**src/core/wkt_defs.vh**
```
// constants for the wake-up timer block: offsets, fields, resets, counts
`ifndef WKT_DEFS_VH
`define WKT_DEFS_VH

`define WKT_ADDR_W          12
`define WKT_OFF_CONFIG      12'h000
`define WKT_OFF_MANT_HI     12'h004
`define WKT_OFF_MANT_LO     12'h008
`define WKT_OFF_EXP_STATE   12'h00C
`define WKT_OFF_DUTY_DUR    12'h010
`define WKT_OFF_CONTROL     12'h014
`define WKT_OFF_STATUS      12'h018
`define WKT_OFF_IRQ_STATUS  12'h01C
`define WKT_OFF_RC_TRIM     12'h020

// wake_timer_config fields
`define WKT_CFG_EN          0
`define WKT_CFG_BATT        1
`define WKT_CFG_MODE_LO     2
`define WKT_CFG_MODE_HI     3
`define WKT_CFG_CAL_EN      4
`define WKT_CFG_CALIV_LO    5
`define WKT_CFG_CALIV_HI    7

// wake_exponent_and_state fields
`define WKT_EXP_LO          0
`define WKT_EXP_HI          4
`define WKT_EXP_SLEEP_SEL   6

// control fields
`define WKT_CTL_CLK_SEL     0
`define WKT_CTL_WAKE_IE     1
`define WKT_CTL_TXDONE_IE   2
`define WKT_CTL_SLEEP_CMD   3
`define WKT_CTL_PWRUP_CMD   4
`define WKT_CTL_SHDN_CMD    5

// interrupt status bits
`define WKT_IRQ_WAKE        0
`define WKT_IRQ_TXDONE      1

// duty-cycle mode codes
`define WKT_MODE_OFF        2'h0
`define WKT_MODE_RX         2'h1
`define WKT_MODE_TX         2'h2

// reset values
`define WKT_RST_CONFIG      8'h00
`define WKT_RST_MANT_HI     8'h00
`define WKT_RST_MANT_LO     8'h00
`define WKT_RST_EXP_STATE   8'h00
`define WKT_RST_DUTY_DUR    8'h00
`define WKT_RST_CONTROL     8'h00
`define WKT_RST_RC_TRIM     7'h40

// timing: pclk frequency and calibration window
`define WKT_PCLK_HZ         10000000
`define WKT_SLOW_HZ         32768
`define WKT_UNIT_TICKS_LOG2 2
`define WKT_CAL_TICKS       16
`define WKT_CAL_EXPECT      ((`WKT_CAL_TICKS * `WKT_PCLK_HZ) / `WKT_SLOW_HZ)
`define WKT_CALIV_BASE      32768

`endif

```
**src/core/wkt_top.v**
```verilog
// wake-up timer with rc calibration and low duty cycle rx/tx polling
//
// Notes on behaviour
// - counter clocked by selectable 32 kHz source
// - enabled timer counts exponent/mantissa period
// - expiry drives irq low when masked in
// - period is mantissa times four times two^exponent
// - mantissa is sixteen bits, high and low byte
// - exponent five bits, shares register with state select
// - after wake go ready (0) or sleep (1)
// - calibrate rc on power-up and shutdown exit
// - periodic recalibration when enabled, 3-bit interval
// - calibration starts crystal, compares, trims rc
// - mode 0 off, 1 rx start, 2 tx start
// - duty duration same formula with duty parameter
// - rx: no preamble/error/incomplete returns to idle
// - rx: preamble detect extends active window
// - after two windows give up until next wake
// - tx: send on wake, irq when enabled
// - after tx return idle until next wake
// - battery check on each wake when enabled
`timescale 1ns/1ps
`include "wkt_defs.vh"

module wkt_top (
  input  wire        pclk,
  input  wire        presetn,
  input  wire        ce,
  input  wire        psel,
  input  wire        penable,
  input  wire        pwrite,
  input  wire [11:0] paddr,
  input  wire [31:0] pwdata,
  output reg  [31:0] prdata_ff,
  output reg         pready_ff,
  output reg         pslverr_ff,
  input  wire        rc_clk_32k,
  input  wire        xtal_clk_32k,
  input  wire        preamble_detect,
  input  wire        rx_error,
  input  wire        packet_received,
  input  wire        tx_done,
  input  wire        xo_ready,
  output reg         interrupt_request_n_ff,
  output reg         rx_enable_ff,
  output reg         tx_start_ff,
  output reg         battery_measure_ff,
  output reg         xo_enable_ff,
  output reg  [6:0]  rc_trim_ff,
  output reg  [5:0]  chip_state_ff
);

  localparam [5:0] ST_OFF   = 6'h01;
  localparam [5:0] ST_READY = 6'h02;
  localparam [5:0] ST_SLEEP = 6'h04;
  localparam [5:0] ST_CAL   = 6'h08;
  localparam [5:0] ST_RX    = 6'h10;
  localparam [5:0] ST_TX    = 6'h20;

  localparam integer CAL_EXPECT_I = `WKT_CAL_EXPECT;
  localparam integer CAL_TICKS_I  = `WKT_CAL_TICKS;
  localparam integer CALIV_BASE_I = `WKT_CALIV_BASE;
  localparam [12:0]  CAL_EXPECT   = CAL_EXPECT_I[12:0];
  localparam [4:0]   CAL_TICKS    = CAL_TICKS_I[4:0];
  localparam [22:0]  CALIV_BASE   = CALIV_BASE_I[22:0];

  // ticks of the slow clock per formula unit: 4 * 2^exp
  function [33:0] unit_len;
    input [4:0] exp_v;
    begin
      unit_len = 34'h1 << (exp_v + `WKT_UNIT_TICKS_LOG2);
    end
  endfunction

  function [7:0] rd_byte_lane;
    input [11:0] a;
    input [7:0]  cfg;
    input [7:0]  mhi;
    input [7:0]  mlo;
    input [7:0]  exs;
    input [7:0]  dur;
    input [7:0]  ctl;
    input [7:0]  sts;
    input [7:0]  irq;
    input [7:0]  trm;
    begin
      case (a)
        `WKT_OFF_CONFIG:     rd_byte_lane = cfg;
        `WKT_OFF_MANT_HI:    rd_byte_lane = mhi;
        `WKT_OFF_MANT_LO:    rd_byte_lane = mlo;
        `WKT_OFF_EXP_STATE:  rd_byte_lane = exs;
        `WKT_OFF_DUTY_DUR:   rd_byte_lane = dur;
        `WKT_OFF_CONTROL:    rd_byte_lane = ctl;
        `WKT_OFF_STATUS:     rd_byte_lane = sts;
        `WKT_OFF_IRQ_STATUS: rd_byte_lane = irq;
        `WKT_OFF_RC_TRIM:    rd_byte_lane = trm;
        default:             rd_byte_lane = 8'h00;
      endcase
    end
  endfunction

  function addr_mapped;
    input [11:0] a;
    begin
      addr_mapped = (a[1:0] == 2'h0) && (a <= `WKT_OFF_RC_TRIM);
    end
  endfunction

  // registers
  reg [7:0]  config_ff;
  reg [7:0]  mant_hi_ff;
  reg [7:0]  mant_lo_ff;
  reg [7:0]  exp_state_ff;
  reg [7:0]  duty_dur_ff;
  reg [7:0]  control_ff;
  reg [1:0]  irq_status_ff;

  // synchronisers: first stage read only by the second
  reg [6:0]  sync1_ff;
  reg [6:0]  sync2_ff;
  reg        slow_d_ff;
  reg        rc_d_ff;

  reg [5:0]  state_ff;
  reg [33:0] pre_ff;
  reg [15:0] wake_cnt_ff;
  reg [7:0]  duty_cnt_ff;
  reg        rx_ext_ff;
  reg        rx_second_ff;
  reg [22:0] caliv_cnt_ff;
  reg [4:0]  cal_ticks_ff;
  reg [12:0] cal_cnt_ff;
  reg        cal_meas_ff;

  wire       apb_take  = psel & penable & pready_ff;
  wire       apb_wr    = apb_take & pwrite & addr_mapped(paddr);
  wire       apb_rd    = apb_take & ~pwrite;

  wire       rc_s      = sync2_ff[0];
  wire       xt_s      = sync2_ff[1];
  wire       pre_s     = sync2_ff[2];
  wire       rxerr_s   = sync2_ff[3];
  wire       pkt_s     = sync2_ff[4];
  wire       txd_s     = sync2_ff[5];
  wire       xor_s     = sync2_ff[6];

  wire       slow_s    = control_ff[`WKT_CTL_CLK_SEL] ? xt_s : rc_s;
  wire       slow_tick = slow_s & ~slow_d_ff;
  // calibration always times the rc source, whatever clocks the counter
  wire       rc_tick   = rc_s & ~rc_d_ff;

  wire [15:0] mantissa = {mant_hi_ff, mant_lo_ff};
  wire [4:0]  exponent = exp_state_ff[`WKT_EXP_HI:`WKT_EXP_LO];
  wire        sleep_sel = exp_state_ff[`WKT_EXP_SLEEP_SEL];
  wire [1:0]  duty_mode = config_ff[`WKT_CFG_MODE_HI:`WKT_CFG_MODE_LO];
  wire [2:0]  cal_iv    = config_ff[`WKT_CFG_CALIV_HI:`WKT_CFG_CALIV_LO];
  wire        timer_en  = config_ff[`WKT_CFG_EN];

  wire [33:0] unit_n    = unit_len(exponent);
  wire        unit_tick = slow_tick && (pre_ff == unit_n - 34'h1);

  // counting runs whenever the timer is on and the chip is neither off nor calibrating
  wire        counting  = timer_en & ~state_ff[0] & ~state_ff[3];
  wire        wake_evt  = counting & unit_tick & (mantissa != 16'h0) &
                          (wake_cnt_ff == mantissa - 16'h1);
  wire        duty_end  = unit_tick & (duty_cnt_ff == duty_dur_ff - 8'h1);

  wire [5:0]  idle_st   = sleep_sel ? ST_SLEEP : ST_READY;

  wire [22:0] caliv_len = CALIV_BASE << cal_iv;
  wire        caliv_due = config_ff[`WKT_CFG_CAL_EN] & slow_tick &
                          (caliv_cnt_ff == caliv_len - 23'h1);

  wire        ctl_wr    = apb_wr && (paddr == `WKT_OFF_CONTROL);
  wire        pwrup_cmd = ctl_wr & pwdata[`WKT_CTL_PWRUP_CMD];
  wire        shdn_cmd  = ctl_wr & pwdata[`WKT_CTL_SHDN_CMD];
  wire        sleep_cmd = ctl_wr & pwdata[`WKT_CTL_SLEEP_CMD];

  reg  [5:0]  nxt_state;
  reg         tx_done_evt;

  always @* begin
    nxt_state   = state_ff;
    tx_done_evt = 1'b0;
    case (state_ff)
      ST_OFF: begin
        if (pwrup_cmd) begin
          nxt_state = ST_CAL;
        end
      end
      ST_READY, ST_SLEEP: begin
        if (shdn_cmd) begin
          nxt_state = ST_OFF;
        end else if (pwrup_cmd || caliv_due) begin
          nxt_state = ST_CAL;
        end else if (wake_evt && duty_mode == `WKT_MODE_RX) begin
          nxt_state = ST_RX;
        end else if (wake_evt && duty_mode == `WKT_MODE_TX) begin
          nxt_state = ST_TX;
        end else if (wake_evt) begin
          nxt_state = idle_st;
        end else if (sleep_cmd) begin
          nxt_state = ST_SLEEP;
        end
      end
      ST_CAL: begin
        if (shdn_cmd) begin
          nxt_state = ST_OFF;
        end else if (cal_meas_ff && rc_tick && cal_ticks_ff == CAL_TICKS - 5'h1) begin
          nxt_state = ST_READY;
        end
      end
      ST_RX: begin
        if (shdn_cmd) begin
          nxt_state = ST_OFF;
        end else if (pkt_s || rxerr_s) begin
          nxt_state = idle_st;
        end else if (duty_end && (!rx_ext_ff || rx_second_ff)) begin
          nxt_state = idle_st;
        end
      end
      ST_TX: begin
        if (shdn_cmd) begin
          nxt_state = ST_OFF;
        end else if (txd_s) begin
          nxt_state   = idle_st;
          tx_done_evt = 1'b1;
        end
      end
      default: nxt_state = ST_OFF;
    endcase
  end

  wire [7:0] status_v = {1'b0, cal_meas_ff, state_ff};
  wire [7:0] nxt_rd   = rd_byte_lane(paddr, config_ff, mant_hi_ff, mant_lo_ff,
                                     exp_state_ff, duty_dur_ff, control_ff, status_v,
                                     {6'h00, irq_status_ff}, {1'b0, rc_trim_ff});
  wire       wake_ie  = control_ff[`WKT_CTL_WAKE_IE];
  wire       txd_ie   = control_ff[`WKT_CTL_TXDONE_IE];
  wire       irq_clr  = apb_wr && (paddr == `WKT_OFF_IRQ_STATUS);

  // set wins over a write-one clear in the same cycle
  wire [1:0] nxt_irq  = (irq_status_ff & ~({2{irq_clr}} & pwdata[1:0])) |
                        {tx_done_evt, wake_evt};

  always @(posedge pclk or negedge presetn) begin
    if (!presetn) begin
      prdata_ff              <= 32'h00000000;
      pready_ff              <= 1'b0;
      pslverr_ff             <= 1'b0;
      config_ff              <= `WKT_RST_CONFIG;
      mant_hi_ff             <= `WKT_RST_MANT_HI;
      mant_lo_ff             <= `WKT_RST_MANT_LO;
      exp_state_ff           <= `WKT_RST_EXP_STATE;
      duty_dur_ff            <= `WKT_RST_DUTY_DUR;
      control_ff             <= `WKT_RST_CONTROL;
      irq_status_ff          <= 2'h0;
      sync1_ff               <= 7'h00;
      sync2_ff               <= 7'h00;
      slow_d_ff              <= 1'b0;
      rc_d_ff                <= 1'b0;
      state_ff               <= ST_OFF;
      pre_ff                 <= 34'h000000000;
      wake_cnt_ff            <= 16'h0000;
      duty_cnt_ff            <= 8'h00;
      rx_ext_ff              <= 1'b0;
      rx_second_ff           <= 1'b0;
      caliv_cnt_ff           <= 23'h000000;
      cal_ticks_ff           <= 5'h00;
      cal_cnt_ff             <= 13'h0000;
      cal_meas_ff            <= 1'b0;
      interrupt_request_n_ff <= 1'b1;
      rx_enable_ff           <= 1'b0;
      tx_start_ff            <= 1'b0;
      battery_measure_ff     <= 1'b0;
      xo_enable_ff           <= 1'b0;
      rc_trim_ff             <= `WKT_RST_RC_TRIM;
      chip_state_ff          <= ST_OFF;
    end else if (ce) begin
      // apb: one wait state, answer always in the second access cycle
      pready_ff  <= psel & penable & ~pready_ff;
      pslverr_ff <= psel & penable & ~pready_ff & ~addr_mapped(paddr);
      if (psel & penable & ~pready_ff & ~pwrite) begin
        prdata_ff <= {24'h000000, nxt_rd};
      end else if (apb_rd) begin
        prdata_ff <= 32'h00000000;
      end
      if (apb_wr) begin
        case (paddr)
          `WKT_OFF_CONFIG:    config_ff    <= pwdata[7:0];
          `WKT_OFF_MANT_HI:   mant_hi_ff   <= pwdata[7:0];
          `WKT_OFF_MANT_LO:   mant_lo_ff   <= pwdata[7:0];
          `WKT_OFF_EXP_STATE: exp_state_ff <= {1'b0, pwdata[6], 1'b0, pwdata[4:0]};
          `WKT_OFF_DUTY_DUR:  duty_dur_ff  <= pwdata[7:0];
          // command bits are pulses and never stay set
          `WKT_OFF_CONTROL:   control_ff   <= {5'h00, pwdata[2:0]};
          default: ;
        endcase
      end
      irq_status_ff          <= nxt_irq;
      interrupt_request_n_ff <= ~((nxt_irq[0] & wake_ie) | (nxt_irq[1] & txd_ie));

      sync1_ff  <= {xo_ready, tx_done, packet_received, rx_error, preamble_detect,
                    xtal_clk_32k, rc_clk_32k};
      sync2_ff  <= sync1_ff;
      slow_d_ff <= slow_s;
      rc_d_ff   <= rc_s;

      // prescaler and wake counter, restart from zero on expiry
      if (!counting) begin
        pre_ff      <= 34'h000000000;
        wake_cnt_ff <= 16'h0000;
      end else if (slow_tick) begin
        pre_ff <= unit_tick ? 34'h000000000 : pre_ff + 34'h1;
        if (wake_evt) begin
          wake_cnt_ff <= 16'h0000;
        end else if (unit_tick) begin
          wake_cnt_ff <= (wake_cnt_ff >= mantissa - 16'h1) ? 16'h0000 : wake_cnt_ff + 16'h1;
        end
      end

      state_ff      <= nxt_state;
      chip_state_ff <= nxt_state;

      // rx active window counted in the same units as the wake period
      if (nxt_state == ST_RX && state_ff != ST_RX) begin
        duty_cnt_ff  <= 8'h00;
        rx_ext_ff    <= 1'b0;
        rx_second_ff <= 1'b0;
      end else if (state_ff == ST_RX) begin
        if (pre_s) begin
          rx_ext_ff <= 1'b1;
        end
        if (duty_end) begin
          duty_cnt_ff  <= 8'h00;
          rx_second_ff <= 1'b1;
        end else if (unit_tick) begin
          duty_cnt_ff <= duty_cnt_ff + 8'h01;
        end
      end
      rx_enable_ff       <= (nxt_state == ST_RX);
      tx_start_ff        <= (nxt_state == ST_TX) && (state_ff != ST_TX);
      battery_measure_ff <= wake_evt & config_ff[`WKT_CFG_BATT];

      // recalibration interval in slow ticks: 1 s << interval
      if (!config_ff[`WKT_CFG_CAL_EN] || state_ff == ST_CAL || state_ff == ST_OFF) begin
        caliv_cnt_ff <= 23'h000000;
      end else if (slow_tick) begin
        caliv_cnt_ff <= caliv_due ? 23'h000000 : caliv_cnt_ff + 23'h000001;
      end

      // calibration: crystal on, count pclk over fixed rc ticks, trim by one step
      xo_enable_ff <= (nxt_state == ST_CAL);
      if (state_ff != ST_CAL) begin
        cal_meas_ff  <= 1'b0;
        cal_ticks_ff <= 5'h00;
        cal_cnt_ff   <= 13'h0000;
      end else if (!cal_meas_ff) begin
        // wait for crystal, then align to an rc edge
        if (xor_s && rc_tick) begin
          cal_meas_ff <= 1'b1;
        end
      end else begin
        cal_cnt_ff <= (cal_cnt_ff == 13'h1FFF) ? cal_cnt_ff : cal_cnt_ff + 13'h0001;
        if (rc_tick) begin
          cal_ticks_ff <= cal_ticks_ff + 5'h01;
          if (cal_ticks_ff == CAL_TICKS - 5'h1) begin
            if (cal_cnt_ff > CAL_EXPECT && rc_trim_ff != 7'h7F) begin
              rc_trim_ff <= rc_trim_ff + 7'h01;
            end else if (cal_cnt_ff < CAL_EXPECT && rc_trim_ff != 7'h00) begin
              rc_trim_ff <= rc_trim_ff - 7'h01;
            end
          end
        end
      end
    end
  end

endmodule

```
**config.mk**
```make
export PLATFORM = sky130hd
export DESIGN_NAME = wkt_top
export DESIGN_NICKNAME = d
export VERILOG_FILES = /design/src/core/wkt_top.v
export VERILOG_INCLUDE_DIRS = /design/src /design/src/core
export SDC_FILE = /design/constraint.sdc
export NUM_CORES = 1
export LEC_CHECK = 0
export ABC_AREA = 1
export ABC_CLOCK_PERIOD_IN_PS = 4100
export BUFFER_PORTS_ARGS = -buffer_cell sky130_fd_sc_hd__clkbuf_2
export CELL_PAD_IN_SITES_DETAIL_PLACEMENT = 1
export CELL_PAD_IN_SITES_GLOBAL_PLACEMENT = 1
export CORE_AREA = 2 2 179 181
export CTS_CLUSTER_SIZE = 30
export DETAILED_ROUTE_END_ITERATION = 8
export DIE_AREA = 0 0 181 183
export PLACE_DENSITY_LB_ADDON = 0.1
export SYNTH_ARGS = -nofsm -noshare
export SYNTH_HDL_FRONTEND = slang
export SYNTH_SLANG_ARGS = --single-unit
```
**constraint.sdc**
```tcl
create_clock -name pclk -period 4.1 [get_ports pclk]
set_input_delay 0.82 -clock pclk [delete_from_list [all_inputs] [get_ports pclk]]
set_output_delay 0.82 -clock pclk [all_outputs]
set_load 0.05 [all_outputs]
```
==> impl_metrics.ini, run 1 <==
[yosys]
synth_seq_area_share = 0.340
syn_area_per_cell_um2 = 7.01
yosys_warnings = 0
syn_inst = 1983
synth_edf_count = 0
synth_cell_types = 66
ys_seq_elements = 189
synthesis.area_um2 = 13900
synthArstFlopShare = 1.00
synthFlopType = dfrtp_1

[setup_path]
critPathMaxStageDelay_ns = 0.45
crit_top_cell = nand2_1
cp_slowest_cell = dfrtp_2
crit_required_ns = 4.45
end_kind = flip-flop
path_max_fanout = 4
r2r_end = xo_enable_ff$_DFFE_PN0P_
cp-start-kind = flip-flop
cp.arrival_ns = 4.40
rr_worst_depth = 26
crit_type = flip-flop to flip-flop
rr_startpoint = mant_lo_ff[2]$_DFFE_PN0P_
r2r_slack_ns = 0.06

[clock_tree]
clk_pin_slew_ns = 0.08
h-tree-depth = 4
cts_buffer_depth = 2
clk_latency_ns = 0.47
clock-sinks = 189
cts-root-buf = clkbuf_16
cts_buffers = 17
cts_tree = yes
cts_hold_buffers = 0

[final_layout]
seq_area_um2 = 4740
layout.cells.most_common_list = nand2_1, inv_1, nor2_1
fin_util = 0.505
fin_area_um2 = 15800
area_growth_pct = 13.5
final_common_cell = nand2_1
drive_gt1_frac = 0.139
diodes = 0
fillers = 4123
multi_input_area_um2 = 8090
nets = 2177

[global_route]
grt_usage = 0.280
grt_pass1_vias = 13900
grt_max_degree = 94
grt_overflow_total = 0
antenna_found_initial = 0
grt_pass1_wl_mm = 73.4

[run_status]
status = finished, final reports clean

[route]
first_pass_iters = 5
via_count = 13600
ant_nets = 0
drt-wirelength-per-cell_um = 18.4
drt-initial-drc-count = 722
wl_mm = 46.0
drc = 0
viasPerCell = 5.45

[sta]
hold_viol_final = 0
setup_tns_ns = 0
period_needed_ns = 4.04
rsz0062_at_grt = yes
clock_skew_ns = 0.0128
maxSlewHeadroom = 0.404
finalCritPeriodShare = 0.986
maxSlewViolCount = 0
finalSetupViolations = 0
worstMarginPinSlew_ns = 0.872
fmax_ghz = 0.247

[floorplanning]
coreArea_um2 = 31200
core.rowCount = 65
ios = 109
initial_core_util = 0.445
die_w_um = 181
die-height_um = 183
dieArea_um2 = 33100

[placed_design]
port_buffers = 60
place_area_um2 = 14700
dpl.hpwl_mm = 35.2
gp_congestion = 0.909

[worst_hold_path]
hold_path.class = input port to asynchronous set/reset pin

[power_and_ir_drop]
powerDensity_nw_per_um2 = 348
p_leak_nw = 7.63
peakVddDrop_mv = 0.288

[flow_run]
drv_cap = 0
-- critical path: cells and delay by family, from the launching register on --
family          cells  cell delay [ns]
compound gates      1             0.28
xor+xnor            1             0.18
flops               1             0.45
buf+inv             5             0.60
simple gates       18             2.10
fa+ha+maj           1             0.30
-- worst max-delay path by stage --
stage                                    startpoint                          to  slack, ns  depth (start not counted)
final                     mant_lo_ff[2]$_DFFE_PN0P_    xo_enable_ff$_DFFE_PN0P_       0.06                         26
after global routing      mant_lo_ff[2]$_DFFE_PN0P_     state_ff[3]$_DFFE_PN0P_      -0.19                         26
after CTS                 mant_lo_ff[1]$_DFFE_PN0P_    xo_enable_ff$_DFFE_PN0P_     0.0003                         27
after detailed placement  mant_lo_ff[0]$_DFFE_PN0P_    xo_enable_ff$_DFFE_PN0P_      -0.14                         28
after global placement    mant_lo_ff[0]$_DFFE_PN0P_    xo_enable_ff$_DFFE_PN0P_      -0.09                         27
after floorplan           mant_lo_ff[0]$_DFFE_PN0P_  duty_cnt_ff[5]$_DFFE_PN0P_       0.44                         27
-- cells in the mapped netlist (all sizes together), types with 2 or more instances --
| cell | count | area share |
|---|---|---|
| nand2 | 514 | 0.15 |
| inv | 274 | 0.074 |
| nor2 | 229 | 0.069 |
| dfrtp | 186 | 0.33 |
| nand3 | 132 | 0.050 |
| o21ai | 116 | 0.042 |
| xor2 | 90 | 0.057 |
| nor3 | 70 | 0.027 |
| a21oi | 65 | 0.024 |
| nand4 | 45 | 0.021 |
| buf | 38 | 0.021 |
| ha | 34 | 0.031 |
| nor4 | 23 | 0.012 |
| clkbuf | 21 | 0.0058 |
| xnor2 | 19 | 0.012 |
| o22ai | 18 | 0.0081 |
| and3 | 9 | 0.0040 |
| nor3b | 9 | 0.0049 |
| o21a | 8 | 0.0043 |
| a221oi | 7 | 0.0044 |
| and2 | 7 | 0.0031 |
| o211ai | 7 | 0.0038 |
| o31ai | 7 | 0.0038 |
| nand3b | 6 | 0.0032 |
| a2111oi | 5 | 0.0031 |
| o221ai | 5 | 0.0031 |
| clkinv | 4 | 0.0011 |
| a31oi | 3 | 0.0013 |
| and3b | 3 | 0.0019 |
| dfstp | 3 | 0.0057 |
| o2111ai | 3 | 0.0019 |
| o41ai | 3 | 0.0019 |
| o21bai | 2 | 0.0011 |
| o32ai | 2 | 0.0013 |
| or2 | 2 | 0.00090 |
-- kinds of logic after synthesis --
family | count (synthesis) | synth area share
buffers and inverters | 337 | 0.102
DFF | 189 | 0.340
muxes | 1 | 0.000810
other | 1 | 0.000270
and+or+nand+nor | 1051 | 0.346
AOI/OAI and AO/OA | 260 | 0.111
xor gates and xnor gates | 109 | 0.0687
adders and majority gates | 35 | 0.0320
-- stage by stage --
step	total power, W	hold WS (ns)	instances	setup slack [ns]
3_5_place_dp	0.00371	0.459	2440	-0.144
2_1_floorplan	0.00328	0.442	2006	0.442
4_1_cts	0.00552	0.361	2482	0.000295
5_1_grt	0.00580	0.370	2500	-0.188
6_report	0.00549	0.349	2500	0.0569
3_3_place_gp	0.00365	0.455	2440	-0.0940
-- state kept, by name, summed over array words and instances, names as in the netlist, 2 cells and up --
signal,cells
pre_ff,34
control_ff,3
caliv_cnt_ff,23
state_ff,6
mant_lo_ff,8
exp_state_ff,6
duty_cnt_ff,8
mant_hi_ff,8
duty_dur_ff,8
sync1_ff,7
sync2_ff,7
config_ff,8
wake_cnt_ff,16
cal_cnt_ff,13
cal_ticks_ff,5
prdata_ff,8
irq_status_ff,2
rc_trim_ff,7
-- per-layer routing --
| metal | global-route usage | wire [µm] | vias up |
|---|---|---|---|
| met3 | 0.0397 | 1570 | 70 |
| met4 | 0.0953 | 1430 | 0 |
| met1 | 0.353 | 20100 | 6690 |
| met2 | 0.495 | 22900 | 242 |
| met5 | 0 | 0 | - |
| li1 | - | - | 6618 |
-- area by class of cell --
type	instances	share of cell area
multi-input cells	1481	0.513
flip-flops and latches	189	0.300
repair buffers	118	0.0505
well taps	402	0.0319
clock buffers	20	0.0296
clock inverters	12	0.00896
inverters	278	0.0661
-- power breakdown --
| part | leakage, nW | internal, W | switching (W) |
|---|---|---|---|
| Sequential | 2.50 | 0.00207 | 0.000208 |
| Clock | 0.302 | 0.000918 | 0.000848 |
| Combinational | 4.84 | 0.000455 | 0.000993 |
| Total | 7.63 | 0.00344 | 0.00205 |
-- repair_timing --
action / in CTS / in global routing
endpoints found under the setup margin: 17 / 33
cloned: 0 / 1
pin swaps: 3 / 22
gates resized for setup: 7 / 60
setup buffers: 10 / 17
Power figures use the tool's default switching activity.
==> run 2: changes to the inputs <==
Settings changed: CORE_AREA 2 2 179 181 to 2 2 203 205, CTS_BUF_LIST set to sky130_fd_sc_hd__clkbuf_16, DIE_AREA 0 0 181 183 to 0 0 205 207.
==> impl_metrics.ini, run 2 (synthesized netlist as in run 1, its figures left out) <==
[setup_path]
cp.arrival_ns = 4.46
crit_top_cell = nand2_2
critPathMaxStageDelay_ns = 0.39
crit_type = flip-flop to flip-flop
crit_required_ns = 4.53
path_max_fanout = 3
cp-start-kind = flip-flop
cp_slowest_cell = dfrtp_1
end_kind = flip-flop

[route]
wl_mm = 48.2
ant_nets = 0
drt-wirelength-per-cell_um = 18.2
drc = 0
viasPerCell = 5.11
drt-initial-drc-count = 640
via_count = 13500
first_pass_iters = 5

[power_and_ir_drop]
powerDensity_nw_per_um2 = 342
p_leak_nw = 7.74
peakVddDrop_mv = 0.292
finalPower_w = 0.00549

[floorplanning]
initial_core_util = 0.344
die_w_um = 205
die-height_um = 207
ios = 109
core.rowCount = 74
dieArea_um2 = 42400
coreArea_um2 = 40400

[final_layout]
drive_gt1_frac = 0.145
nets = 2196
fillers = 5161
fin_cells = 2648
top_regs = pre_ff (34), caliv_cnt_ff (23), wake_cnt_ff (16)
area_growth_pct = 15.7
seq_area_um2 = 4730
diodes = 0
layout.cells.most_common_list = nand2_1, inv_1, nor2_1
multi_input_area_um2 = 8100
largest_reg_flops = 34
final_common_cell = nand2_1
top_register = pre_ff

[placed_design]
gp_congestion = 0.896
dp.cells = 2576
place_ws_ns = -0.230
port_buffers = 60
dpl.hpwl_mm = 37.3

[clock_tree]
cts_buffer_depth = 2
cts_hold_buffers = 0
cts_buffers = 17
clk_latency_ns = 0.51
cts-root-buf = clkbuf_16
clk_pin_slew_ns = 0.07
clock-sinks = 189
h-tree-depth = 4
cts_tree = yes

[global_route]
grt_max_degree = 72
antenna_found_initial = 0
grt_pass1_vias = 13900
grt_usage = 0.231
grt_pass1_wl_mm = 76.1
grt_overflow_total = 0

[run_status]
status = finished, final reports clean

[sta]
clock_skew_ns = 0.0203
finalCritPeriodShare = 0.981
whs_ns = 0.327
worstMarginPinSlew_ns = 0.874
fmax_ghz = 0.249
maxSlewViolCount = 0
finalWorstSetupSlack_ns = 0.0782
hold_viol_final = 0
rsz0062_at_grt = yes
maxSlewHeadroom = 0.402
period_needed_ns = 4.02
finalSetupViolations = 0

[flow_run]
drv_cap = 0

[worst_hold_path]
hold_path.class = input port to asynchronous set/reset pin
-- run 2: cell types whose count changed in the layout (fill, tap and decap cells not counted), moves of 3 or more --
cell,change
clkbuf_16,+3
buf_4,+20
nand2_2,+5
clkbuf_8,-3
nand2_1,-4
nor2_2,-3
buf_6,-4
-- run 2: worst max-delay path: cells and delay by family (launching register included) --
kind | cells | cell delay [ns]
AND/OR/NAND/NOR | 18 | 2.01
buffers and inverters | 6 | 0.62
adder cells (fa/ha/maj) | 2 | 0.45
flip-flops | 1 | 0.39
AO/OA/AOI/OAI | 1 | 0.31
XOR/XNOR | 1 | 0.16
-- run 2: cell type report --
class | instances | share of cell area
Tap cell | 532 | 0.0414
Sequential cell | 189 | 0.294
Clock inverter | 14 | 0.00863
Multi-Input combinational cell | 1481 | 0.503
Timing Repair Buffer | 137 | 0.0608
Clock buffer | 17 | 0.0264
Inverter | 278 | 0.0650
-- run 2: path summary, 6_finish.rpt --
path | start | to | slack (ns) | cells past startpoint
max in group asynchronous | presetn | wake_cnt_ff[14]$_DFFE_PN0P_ | 2.76 | 2
worst max register to register | mant_lo_ff[1]$_DFFE_PN0P_ | xo_enable_ff$_DFFE_PN0P_ | 0.08 | 28
worst min register to register | sync2_ff[1]$_DFFE_PN0P_ | sync2_ff[1]$_DFFE_PN0P_ | 0.47 | 2
worst max-delay path | mant_lo_ff[1]$_DFFE_PN0P_ | xo_enable_ff$_DFFE_PN0P_ | 0.08 | 28
min in group pclk | sync2_ff[1]$_DFFE_PN0P_ | sync2_ff[1]$_DFFE_PN0P_ | 0.47 | 2
worst min-delay path | presetn | pre_ff[18]$_DFFE_PN0P_ | 0.33 | 1
-- run 2: repair_timing --
item / CTS / global route
resized for setup: 8 / 61
setup buffers: 18 / 19
gates cloned: 1 / 3
hold endpoints to repair: 0 / 0
pin swaps: 5 / 22
setup endpoints to repair: 21 / 68
-- run 2: metrics by stage --
stage	area (µm²)	util	TNS, ns
floorplan	14000	-	0
global placement	14900	0.369	-0.677
detailed placement	14900	0.369	-2.33
CTS	15600	0.387	0
global route	16100	0.398	-0.717
finish	16100	0.398	0
-- run 2: per-layer routing --
| metal | vias up | part of all wire | GRT usage | wire length (µm) |
|---|---|---|---|---|
| met5 | - | 0 | 0 | 0 |
| met4 | 0 | 0.024 | 0.0834 | 1180 |
| met3 | 58 | 0.028 | 0.0373 | 1360 |
| met2 | 184 | 0.48 | 0.384 | 23300 |
| met1 | 6639 | 0.46 | 0.301 | 22400 |
| li1 | 6657 | - | - | - |
-- run 2: power by group --
part	leakage [nW]	internal, W	switching [W]	total, W
registers	2.50	0.00207	0.000208	0.00227
logic	4.96	0.000524	0.00102	0.00154
clock network	0.278	0.000845	0.000836	0.00168
==> run 3: changes to the inputs <==
Settings changed: CELL_PAD_IN_SITES_DETAIL_PLACEMENT 1 to 0.
==> impl_metrics.ini, run 3 (synthesized netlist as in run 1, its figures left out) <==
[final_layout]
fin_area_um2 = 15900
layout.cells.most_common_list = nand2_1, inv_1, nor2_1
area_growth_pct = 14.6
fin_util = 0.395
drive_gt1_frac = 0.133
nets = 2175
fillers = 4409
top_regs = pre_ff (34), caliv_cnt_ff (23), wake_cnt_ff (16)
top_register = pre_ff
diodes = 0
largest_reg_flops = 34
final_common_cell = nand2_1

[global_route]
grt_overflow_total = 0
grt_pass1_wl_mm = 70.7
grt_pass1_vias = 12600
grt_max_degree = 72
antenna_found_initial = 0
grt_usage = 0.216

[sta]
hold_viol_final = 0
whs_ns = 0.338
maxSlewViolCount = 0
maxSlewHeadroom = 0.421
period_needed_ns = 3.90
fmax_ghz = 0.256
finalCritPeriodShare = 0.952
worstMarginPinSlew_ns = 0.868
finalSetupViolations = 0
finalWorstSetupSlack_ns = 0.195
rsz0062_at_grt = yes
clock_skew_ns = 0.0133

[worst_hold_path]
hold_path.class = input port to asynchronous set/reset pin

[route]
wl_mm = 44.7
drt-wirelength-per-cell_um = 17.0
first_pass_iters = 5
via_count = 13100
drc = 0
viasPerCell = 4.99
ant_nets = 0
drt-initial-drc-count = 898

[power_and_ir_drop]
power.share.switching = 0.361
clockPowerShare = 0.303
peakVddDrop_mv = 0.421
seq_power_share = 0.420
p_leak_nw = 7.67
internal_power_w = 0.00345
finalPower_w = 0.00540
powerDensity_nw_per_um2 = 339
p_sw_w = 0.00195
p_comb_frac = 0.277

[clock_tree]
h-tree-depth = 4
cts-root-buf = clkbuf_16
clk_pin_slew_ns = 0.07
cts_buffers = 17
cts_hold_buffers = 0
clk_latency_ns = 0.49
clock-sinks = 189
cts_buffer_depth = 2
cts_tree = yes

[setup_path]
critPathMaxStageDelay_ns = 0.39
cp-start-kind = flip-flop
crit_required_ns = 4.48
cp_slowest_cell = dfrtp_1
cp.arrival_ns = 4.28
path_max_fanout = 8
crit_type = flip-flop to flip-flop
end_kind = flip-flop

[floorplanning]
dieArea_um2 = 42400
coreArea_um2 = 40400
core.rowCount = 74
ios = 109
initial_core_util = 0.344
die_w_um = 205
die-height_um = 207

[placed_design]
place_ws_ns = -0.127
place_area_um2 = 14900
dpl.hpwl_mm = 34.9
gp_congestion = 0.896
port_buffers = 60

[flow_run]
drv_cap = 0

[run_status]
status = finished, final reports clean
==> run 3: changes by cell type in the layout (fill, tap and decap cells not counted), sizes merged <==
cell,delta
buf,-20
bufinv,+1
clkbuf,-1
clkinv,+1
clkinvlp,-1
nand2,+1
nor2,-1
==> run 3: worst paths after layout <==
check | startpoint | endpoint | slack (ns) | depth (start not counted)
max | mant_lo_ff[1]$_DFFE_PN0P_ | duty_cnt_ff[1]$_DFFE_PN0P_ | 0.20 | 26
min | presetn | pre_ff[25]$_DFFE_PN0P_ | 0.34 | 1
max reg2reg | mant_lo_ff[1]$_DFFE_PN0P_ | duty_cnt_ff[1]$_DFFE_PN0P_ | 0.20 | 26
min reg2reg | sync1_ff[5]$_DFFE_PN0P_ | sync1_ff[5]$_DFFE_PN0P_ | 0.47 | 2
max in group asynchronous | presetn | wake_cnt_ff[14]$_DFFE_PN0P_ | 2.78 | 2
min in group pclk | sync1_ff[5]$_DFFE_PN0P_ | sync1_ff[5]$_DFFE_PN0P_ | 0.47 | 2
==> run 3: power groups by stage <==
stage               Combinational (W)  Sequential (W)  Clock [W]
floorplan                    0.000967         0.00231          0
global placement              0.00139         0.00231          0
detailed placement            0.00140         0.00230          0
CTS                           0.00142         0.00227    0.00170
global route                  0.00169         0.00231    0.00178
finish                        0.00150         0.00227    0.00163
==> run 3: worst max-delay path, delay by kind of cell, from the launching register on <==
family / cells / cell delay (ns)
AOI/OAI and AO/OA: 1 / 0.08
xor gates and xnor gates: 1 / 0.15
adders and majority gates: 2 / 0.45
buffers and inverters: 6 / 0.74
DFF: 1 / 0.39
and+or+nand+nor: 16 / 1.95
==> run 3: final cells by class <==
type | count | area, µm² | area share
clock buffer | 17 | 425 | 0.0267
clock inverter | 15 | 118 | 0.00738
inverter | 278 | 1040 | 0.0655
multi-input combinational | 1481 | 8120 | 0.510
sequential | 189 | 4730 | 0.297
tap | 532 | 666 | 0.0418
timing repair buffer | 116 | 826 | 0.0518
==> run 3: per-stage QoR <==
| stage | setup TNS [ns] | cells |
|---|---|---|
| floorplan | 0 | 2006 |
| CTS | 0 | 2609 |
| finish | 0 | 2628 |
| global route | -0.185 | 2628 |
| detailed placement | -0.837 | 2576 |
| global placement | -0.677 | 2576 |
==> run 3: repair_timing <==
action	CTS	global route
setup endpoints to repair	15	67
pin swaps	3	32
cloned	0	3
gates resized for setup	4	71
buffers inserted	1	17
==> run 3: routing by layer <==
metal | routed length [µm] | global-route usage | vias up
met5 | 0 | 0 | -
met4 | 1280 | 0.0779 | 0
met3 | 1470 | 0.0385 | 55
met2 | 20700 | 0.342 | 235
met1 | 21300 | 0.294 | 6197
li1 | - | - | 6639
